--- config.mk ---
export PLATFORM = sky130hd
export DESIGN_NAME = ucr_top
export DESIGN_NICKNAME = d
export VERILOG_FILES = /design/src/core/ucr_pkg.sv /design/src/core/ucr_top.sv /design/src/core/ucr_irq_gate.sv
export SDC_FILE = /design/constraint.sdc
export NUM_CORES = 1
export LEC_CHECK = 0
export BUFFER_PORTS_ARGS = -buffer_cell sky130_fd_sc_hd__buf_4
export CAP_MARGIN = 20
export CORE_UTILIZATION = 45
export DETAILED_ROUTE_END_ITERATION = 12
export GPL_TIMING_DRIVEN = 0
export PLACE_DENSITY = 0.72
export SYNTH_ARGS = -nofsm -noshare
export SYNTH_HDL_FRONTEND = slang
export SYNTH_SLANG_ARGS = --single-unit
--- constraint.sdc ---
create_clock -name ref_clk_i -period 3.35 [get_ports ref_clk_i]
set_input_delay 0.1675 -clock ref_clk_i [delete_from_list [all_inputs] [get_ports ref_clk_i]]
set_output_delay 0.1675 -clock ref_clk_i [all_outputs]
set_load 0.02 [all_outputs]
--- src/core/ucr_pkg.sv ---
// Purpose: Shared constants and types for the USB control register block
// Assumes: 20 MHz register clock, 16-bit register data
// Notes: Event flag order matches the interrupt enable bits 15..8
`default_nettype none

package ucr_pkg;

    // ****************************************
    // Register map
    // ****************************************
    localparam logic [7:0] UCR_CTRL_OFFSET = 8'h40;
    localparam logic [15:0] UCR_CTRL_RESET = 16'h0003;
    // Bits 7..5 are unassigned and never stored
    localparam logic [15:0] UCR_CTRL_WR_MASK = 16'hff1f;

    // ****************************************
    // Field positions
    // ****************************************
    localparam int UCR_IEN_LSB = 8;
    localparam int UCR_IEN_MSB = 15;
    localparam int UCR_BUS_RESET_IEN_BIT = 10;
    localparam int UCR_RESUME_BIT = 4;
    localparam int UCR_FORCE_SUSPEND_BIT = 3;
    localparam int UCR_LOW_POWER_BIT = 2;
    localparam int UCR_POWER_DOWN_BIT = 1;
    localparam int UCR_FORCE_RESET_BIT = 0;
    localparam logic [2:0] UCR_RSVD_ZERO = 3'h0;

    // ****************************************
    // Timing
    // ****************************************
    localparam int UCR_CLK_PERIOD_NS = 50;
    localparam int UCR_SUSPEND_IDLE_US = 3000;
    localparam int UCR_SUSPEND_IDLE_CYCLES = (UCR_SUSPEND_IDLE_US * 1000) / UCR_CLK_PERIOD_NS;

    // ****************************************
    // Event flags from the status register
    // ****************************************
    typedef struct packed {
        logic good_transfer_flag;
        logic packet_mem_overrun;
        logic bus_error_flag;
        logic wake_flag;
        logic suspend_flag;
        logic bus_reset_flag;
        logic frame_start_flag;
        logic expected_frame_event;
    } ucr_flags_s;

endpackage : ucr_pkg

`default_nettype wire

--- src/core/ucr_top.sv ---
// Purpose: Control register of a full-speed USB device peripheral
// Assumes: Register port is a simple synchronous strobe port, 16-bit data
// Notes: Status register lives outside; only its flag links enter here
`timescale 1ns/100ps
`default_nettype none

// Function
// - Bit 15 enable gates the good-transfer flag onto the interrupt.
// - Bit 14 enable gates the packet memory overrun flag.
// - Bit 13 enable gates the bus error flag.
// - Bit 12 enable gates the wake flag.
// - Bit 11 enable gates the suspend flag.
// - Bit 10 enable gates the bus reset flag.
// - Bit 9 enable gates the frame start flag.
// - Bit 8 enable gates the expected frame event.
// - Resume bit 4 high drives resume signalling upstream.
// - Three ms without bus traffic sets the suspend flag.
// - Force suspend enters suspend mode; clocks and transceiver power stay.
// - Low power bit cuts static power; wake activity in suspend, not powered down, clears it.
// - Power down bit stops suspend and wake detection until written 0; enabled flags still reach the interrupt.
// - Forced reset raises the reset interrupt when enabled.
// - Wake in suspend sets wake flag, clears low power, raises wake line.
// - Several enabled flags give one interrupt request only.
module ucr_top
    import ucr_pkg::*;
#(
    parameter int IDLE_CYCLES = UCR_SUSPEND_IDLE_CYCLES
)
(
    input wire logic ref_clk_i,
    input wire logic rstn_i,
    input wire logic [7:0] reg_addr_i,
    input wire logic reg_wr_i,
    input wire logic reg_rd_i,
    input wire logic [15:0] reg_wdata_i,
    output logic [15:0] reg_rdata_o,
    input wire ucr_flags_s status_flags_i,
    input wire logic bus_traffic_i,
    input wire logic wake_event_i,
    output logic irq_low_o,
    output logic resume_drive_o,
    output logic suspend_mode_o,
    output logic low_power_o,
    output logic power_down_o,
    output logic periph_reset_o,
    output logic suspend_set_o,
    output logic wake_set_o,
    output logic bus_reset_set_o,
    output logic wakeup_line_o
);

    localparam int CNT_W = $clog2(IDLE_CYCLES + 1);
    localparam logic [CNT_W-1:0] IDLE_LAST = CNT_W'(IDLE_CYCLES - 1);
    localparam logic [CNT_W-1:0] IDLE_FULL = CNT_W'(IDLE_CYCLES);

    logic [15:0] ctrl;
    logic [15:0] next_ctrl;
    logic [CNT_W-1:0] idle_cnt;
    logic wr_hit;
    logic rd_hit;
    logic wake_hit;
    logic watch_idle;
    logic reset_q;

    // Only the control offset is mapped here
    function automatic logic ctrl_sel(input logic [7:0] addr);
        return addr == UCR_CTRL_OFFSET;
    endfunction : ctrl_sel

    assign wr_hit = reg_wr_i && ctrl_sel(reg_addr_i);
    assign rd_hit = reg_rd_i && ctrl_sel(reg_addr_i);
    // Wake only counts while suspended and powered
    assign wake_hit = wake_event_i && ctrl[UCR_FORCE_SUSPEND_BIT] && !ctrl[UCR_POWER_DOWN_BIT];
    // Idle watch stops in suspend so no repeated suspend flags
    assign watch_idle = !ctrl[UCR_FORCE_SUSPEND_BIT] && !ctrl[UCR_POWER_DOWN_BIT]
                        && !ctrl[UCR_FORCE_RESET_BIT];

    // ****************************************
    // Control register
    // ****************************************
    always_comb
    begin
        next_ctrl = ctrl;
        if (wr_hit)
        begin
            next_ctrl = reg_wdata_i & UCR_CTRL_WR_MASK;
        end
        // Hardware clear beats a same-cycle software set, wake must not be lost
        if (wake_hit)
        begin
            next_ctrl[UCR_LOW_POWER_BIT] = 1'b0;
        end
    end

    always_ff @(posedge ref_clk_i)
    begin
        if (!rstn_i)
            ctrl <= UCR_CTRL_RESET;
        else
            ctrl <= next_ctrl;
    end

    always_ff @(posedge ref_clk_i)
    begin
        if (!rstn_i)
            reg_rdata_o <= 16'h0000;
        else if (rd_hit)
            reg_rdata_o <= {ctrl[UCR_IEN_MSB:UCR_IEN_LSB], UCR_RSVD_ZERO,
                            ctrl[UCR_RESUME_BIT:UCR_FORCE_RESET_BIT]};
        else
            reg_rdata_o <= 16'h0000;
    end

    assign resume_drive_o = ctrl[UCR_RESUME_BIT];
    assign suspend_mode_o = ctrl[UCR_FORCE_SUSPEND_BIT];
    assign low_power_o = ctrl[UCR_LOW_POWER_BIT];
    assign power_down_o = ctrl[UCR_POWER_DOWN_BIT];
    assign periph_reset_o = ctrl[UCR_FORCE_RESET_BIT];

    // ****************************************
    // Suspend detection
    // ****************************************
    always_ff @(posedge ref_clk_i)
    begin
        if (!rstn_i)
            idle_cnt <= '0;
        else if (!watch_idle || bus_traffic_i)
            idle_cnt <= '0;
        else if (idle_cnt != IDLE_FULL)
            idle_cnt <= idle_cnt + CNT_W'(1);
    end

    always_ff @(posedge ref_clk_i)
    begin
        if (!rstn_i)
            suspend_set_o <= 1'b0;
        else
            suspend_set_o <= watch_idle && !bus_traffic_i && (idle_cnt == IDLE_LAST);
    end

    // ****************************************
    // Wake and forced reset events
    // ****************************************
    always_ff @(posedge ref_clk_i)
    begin
        if (!rstn_i)
            wake_set_o <= 1'b0;
        else
            wake_set_o <= wake_hit;
    end

    // Line stays up until software leaves suspend
    always_ff @(posedge ref_clk_i)
    begin
        if (!rstn_i)
            wakeup_line_o <= 1'b0;
        else if (wake_hit)
            wakeup_line_o <= 1'b1;
        else if (!ctrl[UCR_FORCE_SUSPEND_BIT])
            wakeup_line_o <= 1'b0;
    end

    // Reset value has force reset set, so no pulse right after reset
    always_ff @(posedge ref_clk_i)
    begin
        if (!rstn_i)
        begin
            reset_q <= 1'b1;
            bus_reset_set_o <= 1'b0;
        end
        else
        begin
            reset_q <= ctrl[UCR_FORCE_RESET_BIT];
            bus_reset_set_o <= ctrl[UCR_FORCE_RESET_BIT] && !reset_q;
        end
    end

    ucr_irq_gate u_irq_gate (
        .ref_clk_i(ref_clk_i),
        .rstn_i(rstn_i),
        .flags_i(status_flags_i),
        .enable_i(ctrl[UCR_IEN_MSB:UCR_IEN_LSB]),
        .force_reset_i(ctrl[UCR_FORCE_RESET_BIT]),
        .irq_o(irq_low_o)
    );

    // ****************************************
    // Checks
    // ****************************************
    resume_write_a: assert property (@(posedge ref_clk_i) disable iff (!rstn_i)
        (wr_hit && reg_wdata_i[UCR_RESUME_BIT]) |=> resume_drive_o)
        else $error("resume not driven after write");

    suspend_write_a: assert property (@(posedge ref_clk_i) disable iff (!rstn_i)
        (wr_hit && reg_wdata_i[UCR_FORCE_SUSPEND_BIT]) |=> suspend_mode_o ##1 !suspend_set_o)
        else $error("force suspend write not applied");

    idle_suspend_a: assert property (@(posedge ref_clk_i) disable iff (!rstn_i)
        $rose(suspend_set_o) |-> idle_cnt == IDLE_FULL && !$past(bus_traffic_i))
        else $error("suspend flagged before idle time");

    wake_clear_a: assert property (@(posedge ref_clk_i) disable iff (!rstn_i)
        wake_hit |=> !low_power_o && wake_set_o && wakeup_line_o)
        else $error("wake did not clear low power or raise line");

    power_down_a: assert property (@(posedge ref_clk_i) disable iff (!rstn_i)
        power_down_o ##1 power_down_o |-> !suspend_set_o && !wake_set_o)
        else $error("activity while powered down");

    force_reset_a: assert property (@(posedge ref_clk_i) disable iff (!rstn_i)
        $rose(periph_reset_o) |=> bus_reset_set_o ##1 !bus_reset_set_o)
        else $error("forced reset pulse wrong");

    reserved_read_a: assert property (@(posedge ref_clk_i) disable iff (!rstn_i)
        rd_hit |=> reg_rdata_o[UCR_IEN_LSB-1:UCR_RESUME_BIT+1] == UCR_RSVD_ZERO
            && reg_rdata_o[UCR_RESUME_BIT:UCR_FORCE_RESET_BIT]
            == $past(ctrl[UCR_RESUME_BIT:UCR_FORCE_RESET_BIT]))
        else $error("reserved bits not zero on read");

endmodule : ucr_top

`default_nettype wire

--- src/core/ucr_irq_gate.sv ---
// Purpose: Combine masked event flags into the single low-priority interrupt
// Assumes: Flags and enables are synchronous to ref_clk_i
// Notes: Output is registered, one cycle after its cause
`timescale 1ns/100ps
`default_nettype none

module ucr_irq_gate
    import ucr_pkg::*;
(
    input wire logic ref_clk_i,
    input wire logic rstn_i,
    input wire ucr_flags_s flags_i,
    input wire logic [7:0] enable_i,
    input wire logic force_reset_i,
    output logic irq_o
);

    // Enable slot of the bus reset source inside the enable byte
    localparam int RESET_IEN_IDX = UCR_BUS_RESET_IEN_BIT - UCR_IEN_LSB;

    logic next_irq;

    always_comb
    begin
        // One OR over all masked sources gives one request, not one per flag
        next_irq = |(flags_i & enable_i);
        // Forced reset requests like a bus reset when that source is enabled
        next_irq = next_irq | (force_reset_i & enable_i[RESET_IEN_IDX]);
    end

    always_ff @(posedge ref_clk_i)
    begin
        if (!rstn_i)
            irq_o <= 1'b0;
        else
            irq_o <= next_irq;
    end

    // ****************************************
    // Checks
    // ****************************************
    masked_source_a: assert property (@(posedge ref_clk_i) disable iff (!rstn_i)
        rstn_i ##1 irq_o |-> (|($past(flags_i) & $past(enable_i)))
            || ($past(force_reset_i) && $past(enable_i[RESET_IEN_IDX])))
        else $error("interrupt raised with no enabled source");

    all_masked_a: assert property (@(posedge ref_clk_i) disable iff (!rstn_i)
        (enable_i == 8'h00) [*2] |-> !irq_o)
        else $error("interrupt raised while all sources masked");

    flag_enabled_a: assert property (@(posedge ref_clk_i) disable iff (!rstn_i)
        (|(flags_i & enable_i)) |=> irq_o)
        else $error("enabled flag did not raise interrupt");

    forced_reset_a: assert property (@(posedge ref_clk_i) disable iff (!rstn_i)
        (force_reset_i && enable_i[RESET_IEN_IDX]) |=> irq_o)
        else $error("forced reset did not raise interrupt");

endmodule : ucr_irq_gate

`default_nettype wire

==> results.py <==
metrics = {
    "clock_tree": {
        "clkSlewWorstSetupHoldPaths_ns": 0.08,
        "post_cts_buffers": 0,
        "cts_tree": "built",
        "h-tree-depth": 2,
        "cts_buffers": 5,
        "cts-root-buf": "clkbuf_8",
        "clock_latency_ns": 0.29,
        "clock_sinks": 48,
        "cts_resized": 0,
        "cts_buffer_depth": 2,
        "cts_hold_buf": 0,
    },
    "grt": {
        "grt_use_total_pct": 18.1,
        "grt_max_degree": 14,
        "first_global_vias": 1639,
        "antenna_found_initial": 0,
        "overflow": 0,
        "grt_pass1_wl_mm": 6.97,
    },
    "logic_synthesis": {
        "yosysTopAreaCell": "dfxtp_1",
        "synth.top_cell.area_share_pct": 47.4,
        "ys.flop_type": "dfxtp_1",
        "synth_cells": 211,
        "postSynth.asyncResetShare_pct": 0,
        "syn-cell-area_um2": 2030,
        "yosysWarnings": 0,
        "yosysMostFrequentCell": "dfxtp_1",
        "yosys-top-cells-count": "48 x dfxtp_1, 27 x nand2_1, 16 x mux2i_1",
        "avgSynthCellArea_um2": 9.61,
        "seq_area_frac_synth_pct": 47.4,
        "synth.distinct_cells": 43,
        "synth_edf_count": 0,
        "ys_top_cells_by_area": "dfxtp_1 47%, mux2i_1 7.9%, nand2_1 5.0%",
        "ys_ff_latch": 48,
    },
    "sta": {
        "min_period_ns": 1.73,
        "report.final.slew_viol_count": 0,
        "final_hold_viol_count": 0,
        "rsz0062_at_grt": "false",
        "skew_ns": 0.00332,
        "setup_viol": 0,
        "period_share_pct": 51.8,
        "worst_hold_slack_ns": 0.116,
        "max_freq_mhz": 577,
        "final.setup.tns_ns": 0,
    },
    "drt": {
        "drt-total-wl_mm": 4.15,
        "drt_pass1_iterations": 4,
        "vias_per_cell": 5.30,
        "drc_errors": 0,
        "drt_iter0_drc": 68,
        "antenna_left": 0,
        "post_drt_wl_per_cell_um": 12.7,
        "vias": 1733,
    },
    "floorplanning": {
        "die-area_um2": 4780,
        "die_h_um": 69.1,
        "die-width_um": 69.1,
        "initial_utilization_pct": 46.6,
        "pin_count": 64,
        "rows": 24,
        "core_area_um2": 4350,
    },
    "placed_design": {
        "place.detailed.hpwl_mm": 3.06,
        "place_inst": 321,
        "dpl_cell_area_um2": 2520,
        "place.port_buffers": 56,
        "gp_congestion": 0.726,
    },
    "finish": {
        "fillCellCount": 387,
        "diodes": 0,
        "stdcell_area_um2": 2620,
        "drive_gt1_share_pct": 28.0,
        "fin_nets": 316,
        "area_growth_pct": 29.2,
        "final_cells": 327,
    },
    "run": {
        "timing.max_cap.violations": 0,
    },
    "critical_path": {
        "worst_ep_required_time_ns": 3.58,
        "end_kind": "register",
        "cp_cell_sequence": "ha_1 > nand4_2 > or4_1 > a21oi_1",
        "slowest_stage": "or4_1",
        "max_stage_delay_ns": 0.56,
        "cp-start-kind": "register",
        "critPathArrivalTime_ns": 1.96,
        "cp_max_fo": 10,
        "worst-setup-path-type": "register to register",
    },
    "min_path": {
        "hp-class": "input port to register",
    },
    "power": {
        "power_density_nw_per_um2": 388,
        "ir_worst_vdd_mv": 0.250,
        "leakagePower_nw": 0.999,
    },
    "run_status": {
        "outcome": "completed",
    },
}
routing by layer:
metal / vias up / track usage, % / wire [um]
met2: 51 / 30.9 / 2010
met5: - / 0 / 0
met3: 10 / 5.56 / 235
li1: 872 / - / -
met4: 0 / 7.71 / 76
met1: 800 / 20.9 / 1830
area by class of cell:
type | instances | area [um2] | share of cell area [%]
Multi-Input combinational cell | 143 | 972 | 37.1
Sequential cell | 48 | 961 | 36.7
Timing Repair Buffer | 56 | 420 | 16.1
Clock buffer | 5 | 68.8 | 2.63
Tap cell | 52 | 65.1 | 2.48
Buffer | 12 | 63.8 | 2.44
Inverter | 10 | 37.5 | 1.43
Clock inverter | 1 | 30.0 | 1.15
state kept, by name (all words and copies together), names as in the netlist:
name	cells
bus_reset_set_o	1
ctrl	13
idle_cnt	16
reg_rdata_o	13
reset_q	1
suspend_set_o	1
u_irq_gate.irq_o	1
wake_set_o	1
wakeup_line_o	1
logic make-up after synthesis:
group | after synthesis | share of synthesized area [%]
buffers and inverters | 22 | 5.00
AO/OA/AOI/OAI | 26 | 8.03
XOR/XNOR | 2 | 0.864
AND/OR/NAND/NOR | 94 | 29.4
adder cells (fa/ha/maj) | 2 | 1.23
flip-flops | 48 | 47.4
multiplexers | 16 | 7.90
other | 1 | 0.185
placed cells by master (no fill, tap or decap), types with 5 or more instances in the layout:
master | netlist | final
buf_4 | 4 | 60
dfxtp_1 | 48 | 48
nand2_1 | 27 | 27
mux2i_1 | 16 | 16
nand3_1 | 15 | 15
and2_1 | 13 | 13
inv_1 | 10 | 10
a21oi_1 | 9 | 9
o31ai_1 | 5 | 5
or4_1 | 5 | 5
clkbuf_8 | 0 | 5
path summary, 6_finish.rpt:
path                                 start                          to  slack, ns  cells past startpoint
hold reg to reg         reset_q$_SDFF_PN1_  bus_reset_set_o$_SDFF_PN0_       0.41                      1
hold / removal              reg_wdata_i[0]        ctrl[0]$_SDFFE_PN1P_       0.12                      3
setup / recovery  idle_cnt[0]$_SDFFE_PP0P_   idle_cnt[10]$_SDFFE_PP0P_       1.62                      4
setup reg to reg  idle_cnt[0]$_SDFFE_PP0P_   idle_cnt[10]$_SDFFE_PP0P_       1.62                      4
power breakdown:
part | leakage [nW] | switching, mW | internal, mW
logic | 0.562 | 0.0201 | 0.0311
registers | 0.387 | 0.000206 | 0.570
clock network | 0.0501 | 0.179 | 0.214
worst max-delay path, delay by kind of cell (launching register included):
kind	cells	cell delay [ns]
and+or+nand+nor	2	0.81
DFF	1	0.45
adders and majority gates	1	0.26
AOI/OAI and AO/OA	1	0.14
stage by stage:
| stage | setup slack, ns | util, % | power, mW |
|---|---|---|---|
| 2_1_floorplan | 1.85 | - | 0.602 |
| 5_1_grt | 1.47 | 60.1 | 1.05 |
| 3_5_place_dp | 1.61 | 57.9 | 0.635 |
| 3_3_place_gp | 1.67 | 57.9 | 0.635 |
| 6_report | 1.62 | 60.1 | 1.01 |
| 4_1_cts | 1.60 | 60.1 | 1.02 |
No activity file was read; power rests on OpenSTA's default activity.
